`src/pkg/timer_pkg.sv`:
```
package timer_pkg;

  // Register indices; the byte address on the bus is the index shifted by two.
  localparam logic [29:0] IDX_LOW_MATCH_DATA = 30'h0000_7f10;
  localparam logic [29:0] IDX_HIGH_MATCH_DATA = 30'h0000_7f11;
  localparam logic [29:0] IDX_TIMER_CONTROL = 30'h0000_7f12;
  localparam logic [29:0] IDX_DIVIDER_AND_MODE = 30'h0000_7f13;
  localparam int unsigned ADDR_LSB = 2;

  localparam logic [7:0] RESET_BYTE = 8'h00;

  // Field positions of timer_control.
  localparam int unsigned CTL_SOFT_STATE = 7;
  localparam int unsigned CTL_SOFT_FLAG = 6;
  localparam int unsigned CTL_SOFT_ENABLE = 5;
  localparam int unsigned CTL_CLOCK_SOURCE_SELECT_LSB = 3;
  localparam int unsigned CTL_RUN = 2;
  localparam int unsigned CTL_MATCH_FLAG = 1;
  localparam int unsigned CTL_MATCH_IE = 0;

  // Field positions of divider_and_mode_control.
  localparam int unsigned DIV_MODE_LSB = 5;
  localparam int unsigned DIV_VALUE_LSB = 0;
  localparam int unsigned DIV_WIDTH = 5;
  localparam int unsigned MODE_WIDTH = 3;

  typedef enum logic [1:0] {
    CLOCK_SOURCE_SELECT_SYSTEM = 2'h0,
    CLOCK_SOURCE_SELECT_RC = 2'h1,
    CLOCK_SOURCE_SELECT_EXT_A = 2'h2,
    CLOCK_SOURCE_SELECT_EXT_B = 2'h3
  } clock_select_t;

  typedef enum logic [2:0] {
    MODE_TIMER16 = 3'h0,
    MODE_TOGGLE_PWM = 3'h1,
    MODE_PWM_ONLY = 3'h2,
    MODE_TOGGLE_ONLY = 3'h3,
    MODE_TIMER_PWM = 3'h4,
    MODE_TIMER_TOGGLE = 3'h5,
    MODE_PWM_PWM = 3'h6,
    MODE_TOGGLE_TOGGLE = 3'h7
  } timer_mode_t;

endpackage

```
`src/verilog/dual_byte_timer_pwm.sv`:
```
`timescale 1ns/100ps
`default_nettype none

// Notes on behaviour
// - Prescaler and low counter run only while the run bit is one.
// - Clock select picks system clock, RC oscillator, oscillator A or B.
// - Prescaler pulses on equal to divider value, clears on that or stop.
// - Low counter advances only on prescaler match pulses.
// - Match clears low counter in modes 1, 3, 4, 5, 7, high counter in 5, 7; sixteen-bit mode needs both halves equal.
// - High counter stops with run low, and in modes 010 and 011.
// - High counter counts low overflow in mode 000, system clock otherwise.
// - Match buffer follows data while stopped, reloads when count reaches zero.
// - Low waveform stays low when stopped and in modes 0, 4, 5.
// - Low waveform toggles on each low match in modes 1, 3, 7.
// - Low waveform set on overflow, cleared on match in modes 2, 6.
// - High waveform stays low when stopped and in modes 0, 2, 3.
// - High waveform toggles on each high match in modes 5, 7.
// - High waveform set on overflow, cleared on match in modes 1, 4, 6.
// - Bit 7 of control reads soft flag AND soft enable.
// - Soft flag and soft enable both one raise the interrupt.
// - Clearing run stops at count zero; buffers follow match data.
// - Match flag set when low count becomes zero, in mode 000 only on the sixteen-bit match; software clears it.
// - Match flag and match enable both one raise the interrupt.
// - Mode field bits 7 to 5 select one of eight combinations.
// - Prescaler period is divider value plus one count clocks.
// - Sixteen-bit period is combined match plus one times divider plus one.
module dual_byte_timer_pwm
(
  input wire logic clk_i,
  input wire logic rst_i,
  input wire logic [31:0] adr_i,
  input wire logic [31:0] dat_i,
  output logic [31:0] dat_o,
  input wire logic we_i,
  input wire logic [3:0] sel_i,
  input wire logic stb_i,
  input wire logic cyc_i,
  output logic ack_o,
  input wire logic rc_osc_i,
  input wire logic external_clock_a_i,
  input wire logic external_clock_b_i,
  output logic low_waveform_output_o,
  output logic high_waveform_output_o,
  output logic irq_o
);

  typedef struct packed {
    logic [7:0] low_match_data;
    logic [7:0] high_match_data;
    logic soft_irq_flag;
    logic soft_irq_enable;
    logic [1:0] clock_source_select;
    logic run;
    logic match_flag;
    logic match_irq_enable;
    logic [timer_pkg::MODE_WIDTH-1:0] mode;
    logic [timer_pkg::DIV_WIDTH-1:0] divider_compare_value;
    logic [timer_pkg::DIV_WIDTH-1:0] prescaler;
    logic low_wave;
    logic high_wave;
    logic irq;
    logic ack;
    logic [31:0] rdata;
  } timer_state_t;

  timer_state_t state_reg;
  timer_state_t state_next;

  logic rc_rise;
  logic ext_a_rise;
  logic ext_b_rise;
  logic source_tick;
  logic prescale_match;
  logic high_run;
  logic high_tick;
  logic wide_mode;
  logic wide_match;
  logic low_clear_on_match;
  logic high_clear_on_match;
  logic [7:0] low_count;
  logic [7:0] high_count;
  logic low_equal;
  logic high_equal;
  logic low_hit;
  logic high_hit;
  logic low_wrap;
  logic high_wrap;
  logic low_zero;
  logic high_zero;
  logic bus_request;
  logic bus_write;
  logic [29:0] word_index;
  logic [7:0] control_view;
  logic [7:0] divider_view;

  // Oscillator pins are asynchronous to the system clock, so each is synchronised
  // and reduced to a one-cycle pulse per rising edge before it can drive counting.
  edge_sync rc_sync
  (
    .clk_i(clk_i),
    .rst_i(rst_i),
    .pin_i(rc_osc_i),
    .rise_o(rc_rise)
  );

  edge_sync ext_a_sync
  (
    .clk_i(clk_i),
    .rst_i(rst_i),
    .pin_i(external_clock_a_i),
    .rise_o(ext_a_rise)
  );

  edge_sync ext_b_sync
  (
    .clk_i(clk_i),
    .rst_i(rst_i),
    .pin_i(external_clock_b_i),
    .rise_o(ext_b_rise)
  );

  always_comb
  begin
    case (timer_pkg::clock_select_t'(state_reg.clock_source_select))
      timer_pkg::CLOCK_SOURCE_SELECT_SYSTEM: source_tick = 1'b1;
      timer_pkg::CLOCK_SOURCE_SELECT_RC: source_tick = rc_rise;
      timer_pkg::CLOCK_SOURCE_SELECT_EXT_A: source_tick = ext_a_rise;
      timer_pkg::CLOCK_SOURCE_SELECT_EXT_B: source_tick = ext_b_rise;
      default: source_tick = 1'b0;
    endcase
  end

  assign prescale_match = state_reg.run & source_tick
                          & (state_reg.prescaler == state_reg.divider_compare_value);

  assign wide_mode = (state_reg.mode == timer_pkg::MODE_TIMER16);

  assign wide_match = wide_mode & prescale_match & low_equal & high_equal;

  always_comb
  begin
    low_clear_on_match = 1'b1;
    high_clear_on_match = 1'b0;
    high_run = state_reg.run;
    high_tick = 1'b1;
    case (timer_pkg::timer_mode_t'(state_reg.mode))
      timer_pkg::MODE_TIMER16:
      begin
        low_clear_on_match = 1'b0;
        high_tick = low_wrap;
      end
      timer_pkg::MODE_PWM_ONLY:
      begin
        low_clear_on_match = 1'b0;
        high_run = 1'b0;
      end
      timer_pkg::MODE_TOGGLE_ONLY: high_run = 1'b0;
      timer_pkg::MODE_PWM_PWM: low_clear_on_match = 1'b0;
      timer_pkg::MODE_TIMER_TOGGLE,
      timer_pkg::MODE_TOGGLE_TOGGLE:
      begin
        high_clear_on_match = 1'b1;
      end
      default: low_clear_on_match = 1'b1;
    endcase
  end

  byte_counter #(.W(8)) low_half
  (
    .clk_i(clk_i),
    .rst_i(rst_i),
    .run_i(state_reg.run),
    .tick_i(prescale_match),
    .clear_on_match_i(low_clear_on_match),
    .force_clear_i(wide_match),
    .match_data_i(state_reg.low_match_data),
    .count_o(low_count),
    .equal_o(low_equal),
    .hit_o(low_hit),
    .wrap_o(low_wrap),
    .zero_o(low_zero)
  );

  byte_counter #(.W(8)) high_half
  (
    .clk_i(clk_i),
    .rst_i(rst_i),
    .run_i(high_run),
    .tick_i(high_tick),
    .clear_on_match_i(high_clear_on_match),
    .force_clear_i(wide_match),
    .match_data_i(state_reg.high_match_data),
    .count_o(high_count),
    .equal_o(high_equal),
    .hit_o(high_hit),
    .wrap_o(high_wrap),
    .zero_o(high_zero)
  );

  assign word_index = adr_i[31:timer_pkg::ADDR_LSB];
  assign bus_request = cyc_i & stb_i & ~state_reg.ack;
  assign bus_write = bus_request & we_i & sel_i[0];

  always_comb
  begin
    control_view = timer_pkg::RESET_BYTE;
    control_view[timer_pkg::CTL_SOFT_STATE] = state_reg.soft_irq_flag
                                              & state_reg.soft_irq_enable;
    control_view[timer_pkg::CTL_SOFT_FLAG] = state_reg.soft_irq_flag;
    control_view[timer_pkg::CTL_SOFT_ENABLE] = state_reg.soft_irq_enable;
    control_view[timer_pkg::CTL_CLOCK_SOURCE_SELECT_LSB +: 2] = state_reg.clock_source_select;
    control_view[timer_pkg::CTL_RUN] = state_reg.run;
    control_view[timer_pkg::CTL_MATCH_FLAG] = state_reg.match_flag;
    control_view[timer_pkg::CTL_MATCH_IE] = state_reg.match_irq_enable;
    divider_view = {state_reg.mode, state_reg.divider_compare_value};
  end

  always_comb
  begin
    state_next = state_reg;

    // Single-cycle answer: ack rises the cycle after the request and drops the next.
    state_next.ack = bus_request;
    if (bus_request && !we_i)
    begin
      case (word_index)
        timer_pkg::IDX_LOW_MATCH_DATA: state_next.rdata = {24'h00_0000, state_reg.low_match_data};
        timer_pkg::IDX_HIGH_MATCH_DATA:
          state_next.rdata = {24'h00_0000, state_reg.high_match_data};
        timer_pkg::IDX_TIMER_CONTROL: state_next.rdata = {24'h00_0000, control_view};
        timer_pkg::IDX_DIVIDER_AND_MODE: state_next.rdata = {24'h00_0000, divider_view};
        default: state_next.rdata = 32'h0000_0000;
      endcase
    end

    if (bus_write)
    begin
      case (word_index)
        timer_pkg::IDX_LOW_MATCH_DATA: state_next.low_match_data = dat_i[7:0];
        timer_pkg::IDX_HIGH_MATCH_DATA: state_next.high_match_data = dat_i[7:0];
        timer_pkg::IDX_TIMER_CONTROL:
        begin
          state_next.soft_irq_flag = dat_i[timer_pkg::CTL_SOFT_FLAG];
          state_next.soft_irq_enable = dat_i[timer_pkg::CTL_SOFT_ENABLE];
          state_next.clock_source_select = dat_i[timer_pkg::CTL_CLOCK_SOURCE_SELECT_LSB +: 2];
          state_next.run = dat_i[timer_pkg::CTL_RUN];
          state_next.match_flag = dat_i[timer_pkg::CTL_MATCH_FLAG];
          state_next.match_irq_enable = dat_i[timer_pkg::CTL_MATCH_IE];
        end
        timer_pkg::IDX_DIVIDER_AND_MODE:
        begin
          state_next.mode = dat_i[timer_pkg::DIV_MODE_LSB +: timer_pkg::MODE_WIDTH];
          state_next.divider_compare_value =
            dat_i[timer_pkg::DIV_VALUE_LSB +: timer_pkg::DIV_WIDTH];
        end
        default: state_next.rdata = 32'h0000_0000;
      endcase
    end

    // A hardware set lands after the software write so it is never lost.
    if (wide_mode ? wide_match : low_zero)
    begin
      state_next.match_flag = 1'b1;
    end

    if (!state_reg.run || prescale_match)
    begin
      state_next.prescaler = '0;
    end
    else if (source_tick)
    begin
      state_next.prescaler = state_reg.prescaler + 5'h01;
    end

    // Waveforms change in the same cycle as the counter events that drive them.
    case (timer_pkg::timer_mode_t'(state_reg.mode))
      timer_pkg::MODE_TOGGLE_PWM,
      timer_pkg::MODE_TOGGLE_ONLY,
      timer_pkg::MODE_TOGGLE_TOGGLE:
      begin
        state_next.low_wave = state_reg.low_wave ^ low_hit;
      end
      timer_pkg::MODE_PWM_ONLY,
      timer_pkg::MODE_PWM_PWM:
      begin
        if (low_hit)
        begin
          state_next.low_wave = 1'b0;
        end
        if (low_wrap)
        begin
          state_next.low_wave = 1'b1;
        end
      end
      default: state_next.low_wave = 1'b0;
    endcase
    if (!state_reg.run)
    begin
      state_next.low_wave = 1'b0;
    end

    case (timer_pkg::timer_mode_t'(state_reg.mode))
      timer_pkg::MODE_TIMER_TOGGLE,
      timer_pkg::MODE_TOGGLE_TOGGLE:
      begin
        state_next.high_wave = state_reg.high_wave ^ high_hit;
      end
      timer_pkg::MODE_TOGGLE_PWM,
      timer_pkg::MODE_TIMER_PWM,
      timer_pkg::MODE_PWM_PWM:
      begin
        if (high_hit)
        begin
          state_next.high_wave = 1'b0;
        end
        if (high_wrap)
        begin
          state_next.high_wave = 1'b1;
        end
      end
      default: state_next.high_wave = 1'b0;
    endcase
    if (!high_run)
    begin
      state_next.high_wave = 1'b0;
    end

    state_next.irq = (state_next.match_flag & state_next.match_irq_enable)
                     | (state_next.soft_irq_flag & state_next.soft_irq_enable);
  end

  always_ff @(posedge clk_i)
  begin
    if (rst_i)
    begin
      state_reg <= '0;
    end
    else
    begin
      state_reg <= state_next;
    end
  end

  assign dat_o = state_reg.rdata;
  assign ack_o = state_reg.ack;
  assign low_waveform_output_o = state_reg.low_wave;
  assign high_waveform_output_o = state_reg.high_wave;
  assign irq_o = state_reg.irq;

endmodule
`default_nettype wire

```
`src/verilog/edge_sync.sv`:
```
`timescale 1ns/100ps
`default_nettype none

// Brings an oscillator pin into the system clock domain and marks its rising edges.
// The oscillator must run below half the system clock rate or edges are lost.
module edge_sync
(
  input wire logic clk_i,
  input wire logic rst_i,
  input wire logic pin_i,
  output logic rise_o
);

  typedef struct packed {
    logic meta;
    logic stable;
    logic prev;
  } sync_state_t;

  sync_state_t state_reg;
  sync_state_t state_next;

  always_comb
  begin
    state_next = state_reg;
    state_next.meta = pin_i;
    state_next.stable = state_reg.meta;
    state_next.prev = state_reg.stable;
  end

  always_ff @(posedge clk_i)
  begin
    if (rst_i)
    begin
      state_reg <= '0;
    end
    else
    begin
      state_reg <= state_next;
    end
  end

  assign rise_o = state_reg.stable & ~state_reg.prev;

endmodule
`default_nettype wire

```
`src/verilog/byte_counter.sv`:
```
`timescale 1ns/100ps
`default_nettype none

// One counter half with its match buffer.
module byte_counter
#(
  parameter int unsigned W = 8
)
(
  input wire logic clk_i,
  input wire logic rst_i,
  input wire logic run_i,
  input wire logic tick_i,
  input wire logic clear_on_match_i,
  input wire logic force_clear_i,
  input wire logic [W-1:0] match_data_i,
  output logic [W-1:0] count_o,
  output logic equal_o,
  output logic hit_o,
  output logic wrap_o,
  output logic zero_o
);

  if (W < 2)
  begin : g_bad_width
    $error("byte_counter needs at least two bits");
  end

  typedef struct packed {
    logic [W-1:0] count;
    logic [W-1:0] match_buf;
  } counter_state_t;

  counter_state_t state_reg;
  counter_state_t state_next;

  assign count_o = state_reg.count;
  assign equal_o = (state_reg.count == state_reg.match_buf);
  assign hit_o = run_i & tick_i & equal_o;
  assign wrap_o = run_i & tick_i & (&state_reg.count);

  always_comb
  begin
    state_next = state_reg;
    zero_o = 1'b0;
    if (!run_i)
    begin
      state_next.count = '0;
      state_next.match_buf = match_data_i;
    end
    else
    begin
      if (force_clear_i)
      begin
        state_next.count = '0;
      end
      else if (tick_i)
      begin
        if (clear_on_match_i && equal_o)
        begin
          state_next.count = '0;
        end
        else
        begin
          state_next.count = state_reg.count + {{(W-1){1'b0}}, 1'b1};
        end
      end
      zero_o = (force_clear_i | tick_i) & (state_next.count == '0);
      if (zero_o)
      begin
        state_next.match_buf = match_data_i;
      end
    end
  end

  always_ff @(posedge clk_i)
  begin
    if (rst_i)
    begin
      state_reg <= '0;
    end
    else
    begin
      state_reg <= state_next;
    end
  end

endmodule
`default_nettype wire

```
`config.mk`:
```
export PLATFORM = sky130hd
export DESIGN_NAME = dual_byte_timer_pwm
export DESIGN_NICKNAME = d
export VERILOG_FILES = /design/src/pkg/timer_pkg.sv /design/src/verilog/dual_byte_timer_pwm.sv /design/src/verilog/edge_sync.sv /design/src/verilog/byte_counter.sv
export SDC_FILE = /design/constraint.sdc
export NUM_CORES = 1
export LEC_CHECK = 0
export BUFFER_PORTS_ARGS = -buffer_cell sky130_fd_sc_hd__buf_2
export CAP_MARGIN = 0
export CORE_MARGIN = 2
export CORE_UTILIZATION = 30
export DETAILED_ROUTE_END_ITERATION = 10
export PLACE_DENSITY = 0.48
export SETUP_SLACK_MARGIN = 0.4
export SKIP_LAST_GASP = 1
export SLEW_MARGIN = 40
export SYNTH_ARGS = -nofsm -noshare
export SYNTH_HDL_FRONTEND = slang
export SYNTH_SLANG_ARGS = --single-unit
```
`constraint.sdc`:
```
create_clock -name clk_i -period 3.4 [get_ports clk_i]
set_clock_uncertainty 0.15 [all_clocks]
set_input_delay 0 -clock clk_i [delete_from_list [all_inputs] [get_ports clk_i]]
set_output_delay 0 -clock clk_i [all_outputs]
set_load 0.01 [all_outputs]
```
; After elaboration in Yosys (flattened, before gate mapping)
; Cells that the tools add are included.
[totals]
regBits = 113
in_bits = 76
output_inout_bits = 36
wordCells = 146
[op_classes]
addsub = 3
eq_ne = 21
n_mux = 33
bitwise_logic = 34
n_reduce_logical = 26
[ops]
columns = op, count
row1 = $eq 30x15->1 const B, 4
row2 = $mux 8, 13
row3 = $mux 32, 3
row4 = $pmux 8 s4, 1
row5 = $and 1x1->1, 23
row6 = $add 8x1->8 const B, 2
row7 = $eq 8x8->1, 2
row8 = $logic_not 8->1, 2
row9 = $reduce_and 8->1, 2
row10 = $mux 15, 1
row11 = $eq 3x3->1 const B, 4
row12 = $reduce_or 2->1, 6
row13 = $mux 1, 11
row14 = $reduce_or 3->1, 3
row15 = $reduce_and 2->1, 4
row16 = $mux 7, 1
row17 = $eq 3x2->1 const B, 2
row18 = $not 1->1, 6
row19 = $add 5x1->5 const B, 1
row20 = $eq 5x5->1, 1
row21 = $eq 2x2->1 const B, 2
row22 = $pmux 1 s2, 2
row23 = $pmux 1 s4, 1
row24 = $reduce_or 4->1, 1
row25 = other kinds (13), 19

; Depth between registers and ports, before layout
[depth]
depth_word = 17
mapped_depth = 9
ltp_nobuf = 8

; Hierarchy
; A second synthesis with hierarchy kept.
[unflattened]
cells_unflattened = 576
area_unflattened_um2 = 5546.6
[modules_own_cells]
columns = module, instances, cells_per_inst, area_each_um2, seq_area_each_um2
row1 = dual_byte_timer_pwm, 1, 305, 3161.8, 1441.4
row2 = byte_counter, 2, 125, 1061.0, 320.3
row3 = edge_sync, 3, 7, 87.6, 60.1

; Least setup slack after synthesis
; Ideal clock, no wire load.
[synth_timing]
path_type = reg-to-reg
startpoint = register state_reg[38] (netlist bit)
endpoint = register low_half.state_reg[0] (netlist bit)
arrival_time_ps = 2105
required_ps = 3130
slack_ps = 1025
stages_incl_launch_ff = 9
path_buffers = 1
synth_period_minus_slack_ps = 2375
cell_sequence = dfxtp_1 -> xnor2_1 -> nand4_2 -> a2111oi_4 -> mux2_1 -> a221oi_1 -> nor2b_1 -> buf_4 -> mux2i_1
[synth_between]
elab_chain_cells = 10
word_cells_on_any_way = 12
[synth_rtl]
columns = item, line
row1 = "start, declared", dual_byte_timer_pwm.sv:66  ; timer_state_t state_reg;
row2 = "start signal, assigned", dual_byte_timer_pwm.sv:340  ; state_reg <= state_next;
row3 = $eq 5x5->1 (*), dual_byte_timer_pwm.sv:134  ; & (state_reg.prescaler == state_reg.divider_compare_value);
row4 = $and 1x1->1 (*), dual_byte_timer_pwm.sv:134
row5 = $and 1x1->1 (3 in series), dual_byte_timer_pwm.sv:138  ; assign wide_match = wide_mode & prescale_match & low_equal & high_equal;
row6 = $mux 8, byte_counter.sv:53  ; if (force_clear_i)
row7 = $mux 8, byte_counter.sv:46  ; if (!run_i)
row8 = $logic_not 8->1, byte_counter.sv:68  ; zero_o = (force_clear_i | tick_i) & (state_next.count == '0);
row9 = $and 1x1->1 (*), byte_counter.sv:68
row10 = $ne 2x1->1 (no line) (*), --
row11 = "end signal, assigned", byte_counter.sv:84  ; state_reg <= state_next;
row12 = "end, declared", byte_counter.sv:34  ; counter_state_t state_reg;
; Mark *: on every way between the ends. The rest lies on a longest branch, timed or not. The select of a mux whose other input is x is not followed.
; A chain may end at the register's enable or synchronous reset.

; Worst setup path in the final report
[layout_timing]
startpoint = register state_reg[38] (netlist bit)
endpoint = register state_reg (netlist bit irq_o)
[layout_between]
elab_chain_cells = 14
word_cells_on_any_way = 16
[layout_rtl]
columns = item, line
row1 = $eq 5x5->1 (*), dual_byte_timer_pwm.sv:134
row2 = $and 1x1->1 (*), dual_byte_timer_pwm.sv:134
row3 = $and 1x1->1 (3 in series), dual_byte_timer_pwm.sv:138
row4 = $mux 8, byte_counter.sv:53
row5 = $mux 8, byte_counter.sv:46
row6 = $logic_not 8->1, byte_counter.sv:68
row7 = $and 1x1->1, byte_counter.sv:68
row8 = $mux 1, byte_counter.sv:46
row9 = $mux 1 (*) (2 in series), dual_byte_timer_pwm.sv:261  ; if (wide_mode ? wide_match : low_zero)
row10 = $and 1x1->1 (*), dual_byte_timer_pwm.sv:328  ; state_next.irq = (state_next.match_flag & state_next.match_irq_enable)
row11 = $or 1x1->1 (*), dual_byte_timer_pwm.sv:329  ; | (state_next.soft_irq_flag & state_next.soft_irq_enable);
; Marked as above.

==> metrics.md <==
| Metric | Value |
|---|---|
| Final #Nets | `approximately 730` |
| CP cell instances | `xnor2_1 > nand4_2 > a2111oi_4 > mux2_1 > a221oi_2 > a21oi_1 > o31ai_1` |
| Max Transition Viols Final | `0` |
| Die area | `roughly 19000 um^2` |
| Clock Power Share | `0.570` |
| EDFF count, synth | `0` |
| TritonCTS clock tree | `built` |
| Root buffer cell | `clkbuf_16` |
| Top FF cell, synth | `dfxtp_1` |
| Most frequent cell after synthesis | `dfxtp_1` |
| Register area share after synthesis | `0.424` |
| Slowest-stage cell, CP | `a2111oi_4` |
| Maximum VDD drop | `approximately 330 uV` |
| # fillers | `around 1700` |
| Combinational Power Share | `0.031` |
| Clock latency on the worst-skew pair | `410 ps` |
| Met3 WL | `429 um` |
| Async set-reset flop share out of synthesis | `0` |
| Synth Warn # | `0` |
| Routed length per instance | `about 15 um` |
| Area grow syn2layout | `24.1%` |
| # Max-Cap Violations | `0` |
| Arr. time, crit path | `around 2900 ps` |
| Synthesized area per cell | `9.16 um^2` |
| Non-filler instance count after layout | `around 890` |
| Hpwl dp | `around 9600 um` |
| Cell count along the critical path | `7` |
| Residual DRC count | `0` |
| Initial antenna violation count | `0` |
| Worst r2r path cells | `7` |
| Hold Crit Class | `input pin to flop` |
| Worst path max stage delay | `480 ps` |
| Post-route ant nets | `0` |
| Req. time, crit path | `3540 ps` |
| Commonest cells in the netlist | `dfxtp_1, nor2_1, mux2i_1, buf_4` |
| Hold Path Stages | `6` |
| Met2 WL | `about 6300 um` |
| Post-Syn Nets | `approximately 660` |
| Drt pass-1 iters | `4` |
| Number of diodes | `0` |
| Switching portion of total power | `0.201` |
| Tcrit/Tclk final | `0.796` |
| Pleak | `approximately 2.4 nW` |
| Final hold vios | `0` |
| Number of global-route vias before repair | `about 4000` |
| Post-CTS Setup Repair Bufs | `0` |
| Max frequency | `about 370 MHz` |
| PwrDens | `about 510 nW/um^2` |
| Family with the most delay on the worst path | `compound AO/OA/AOI/OAI gates` |
| Htree depth | `4` |
| Initial DRC Count | `248` |
| Reg power frac | `0.398` |
| Slew Limit Headroom | `0.523` |
| Gr usage total | `0.144` |
| Setup crit end kind | `flop` |
| Syn Inst Count | `583` |
| Largest cells by area after synthesis | `dfxtp_1, mux2i_1, xnor2_1, nor2_1, buf_4` |
| Setup_tns | `0 ps` |
| CTS sink cnt | `around 110` |
| Setup violators final | `0` |
| WP buf/inv | `0` |
| Placed Instances | `approximately 840` |
| Final worst path period need | `2710 ps` |
| Actual slew at the worst max-slew pin | `between 700 and 800 ps` |
| Yosys cell types | `60` |
| Synth top area share | `0.424` |
| WS Path Type | `flop to flop` |
| Worst Setup Start Kind | `flop` |
| Num CTS Buffers | `17` |
| Critical-path maximum fanout | `4` |
| Clk pin slew, worst setup/hold paths | `around 50 ps` |
| NetSw | `a little under 0.7 mW` |
| Core Area | `between 15000 and 20000 um^2` |
| Top Layer Used | `met4` |
| Largest net degree at the start of global routing | `70` |
| Avg Vias per Cell | `4.72` |
| I/O Buffers | `slightly above 80` |
| Status | `complete, no violations` |
| Post-Route WL | `13100 um` |
| First-pass GRT wire length | `20600 um` |
| Layout cells sized above 1 | `0.216` |
| Io pins | `about 110` |
| Largest area contributor in the netlist | `dfxtp_1` |
| Met1 WL | `just over 6000 um` |
| Die W | `~140 um` |
| Max FFs per register | `32` |
| Gr ovfl total | `0` |
| Initial Util | `0.308` |
| Via count | `between 4000 and 5000` |
| Final GP Congestion | `~0.83` |
| RSZ-0062 raised after global routing | `no` |
| Die height | `around 140 um` |
| Internal power | `between 2 and 3 mW` |
| Clk buf depth | `2` |
| Row count | `48` |
| #FFs+latches synth | `roughly 110` |
| Mapped cell area | `approximately 5300 um^2` |
-- routing by layer --
layer / GRT usage / vias to the layer above
met5: 0 / -
met4: 0.0584 / 0
met3: 0.0401 / 14
met2: 0.222 / 51
met1: 0.189 / 1998
li1: - / 2146
-- worst paths after layout --
path | start | to | slack [ps]
max | state_reg[38]$_SDFFE_PP0N_ | irq_o$_SDFF_PP0_ | 690
min | sel_i[0] | state_reg[67]$_SDFFE_PP0P_ | 20
max reg2reg | state_reg[38]$_SDFFE_PP0N_ | irq_o$_SDFF_PP0_ | 690
min reg2reg | rc_sync.state_next[1]$_SDFF_PP0_ | rc_sync.state_next[0]$_SDFF_PP0_ | 280
-- cell type report --
class	instances	area (um^2)	area share
Multi-Input combinational cell	402	2710	0.408
Sequential cell	113	2260	0.341
Timing Repair Buffer	115	716	0.108
Clock buffer	18	429	0.0648
Tap cell	225	282	0.0425
Clock inverter	14	214	0.0323
Inverter	5	18.8	0.00283
-- per-stage QoR --
stage	setup slack, ps	util	power [mW]	instance area, um^2	hold slack [ps]
6_report	693	0.382	3.35	6630	19.5
5_1_grt	507	0.382	3.48	6630	46.4
4_1_cts	457	0.381	3.40	6620	3.34
3_5_place_dp	476	0.331	1.46	5750	66.0
3_3_place_gp	560	0.331	1.45	5740	60.4
2_1_floorplan	1020	-	1.41	5340	-21.8
-- worst min-delay path: stages --
cell,delay [ps]
buf_2,90
nand2_1,70
nor2_1,40
buf_4,170
nand3_1,100
a21oi_1,60
-- logic make-up after synthesis --
group,synth area share
adders and majority gates,0.00703
muxes,0.0981
xor gates and xnor gates,0.0607
and+or+nand+nor,0.235
DFF,0.424
buffers and inverters,0.0719
AOI/OAI and AO/OA,0.103
-- cell usage in the layout (no fill, tap or decap), types with 6 or more instances in the layout --
| cell | Yosys | layout |
|---|---|---|
| xnor2_1 | 31 | 31 |
| clkbuf_16 | 0 | 17 |
| nand4_1 | 10 | 10 |
| nor4_1 | 8 | 8 |
| buf_4 | 33 | 10 |
| a211oi_1 | 7 | 7 |
| o21ai_0 | 10 | 9 |
| xor2_1 | 6 | 6 |
| mux2i_1 | 40 | 40 |
| nor2_1 | 69 | 68 |
| dlygate4sd3_1 | 0 | 23 |
| dfxtp_1 | 113 | 113 |
| a22o_1 | 6 | 6 |
| a21oi_1 | 21 | 21 |
| nand3_1 | 17 | 17 |
| o21ai_1 | 7 | 8 |
| nand2_1 | 31 | 31 |
| clkinvlp_4 | 0 | 6 |
| a31oi_1 | 6 | 6 |
| buf_2 | 4 | 82 |
| a22oi_1 | 7 | 7 |
| and2_1 | 27 | 27 |
| nor2b_1 | 13 | 12 |
| nand2b_1 | 20 | 20 |
| mux2_2 | 6 | 6 |
-- power groups by stage --
stage / clock [mW] / sequential, mW / combinational, mW
floorplan: 0 / 1.36 / 0.0464
global placement: 0 / 1.36 / 0.0906
detailed placement: 0 / 1.36 / 0.0923
CTS: 1.96 / 1.34 / 0.106
global route: 2.03 / 1.34 / 0.115
finish: 1.91 / 1.34 / 0.105
-- repair_timing --
item,4_1_cts,5_1_grt
hold buffers,23,0
hold endpoints to repair,44,0
endpoints found under the setup margin,0,9
resized for setup,0,2
Power figures use the tool's default switching activity.
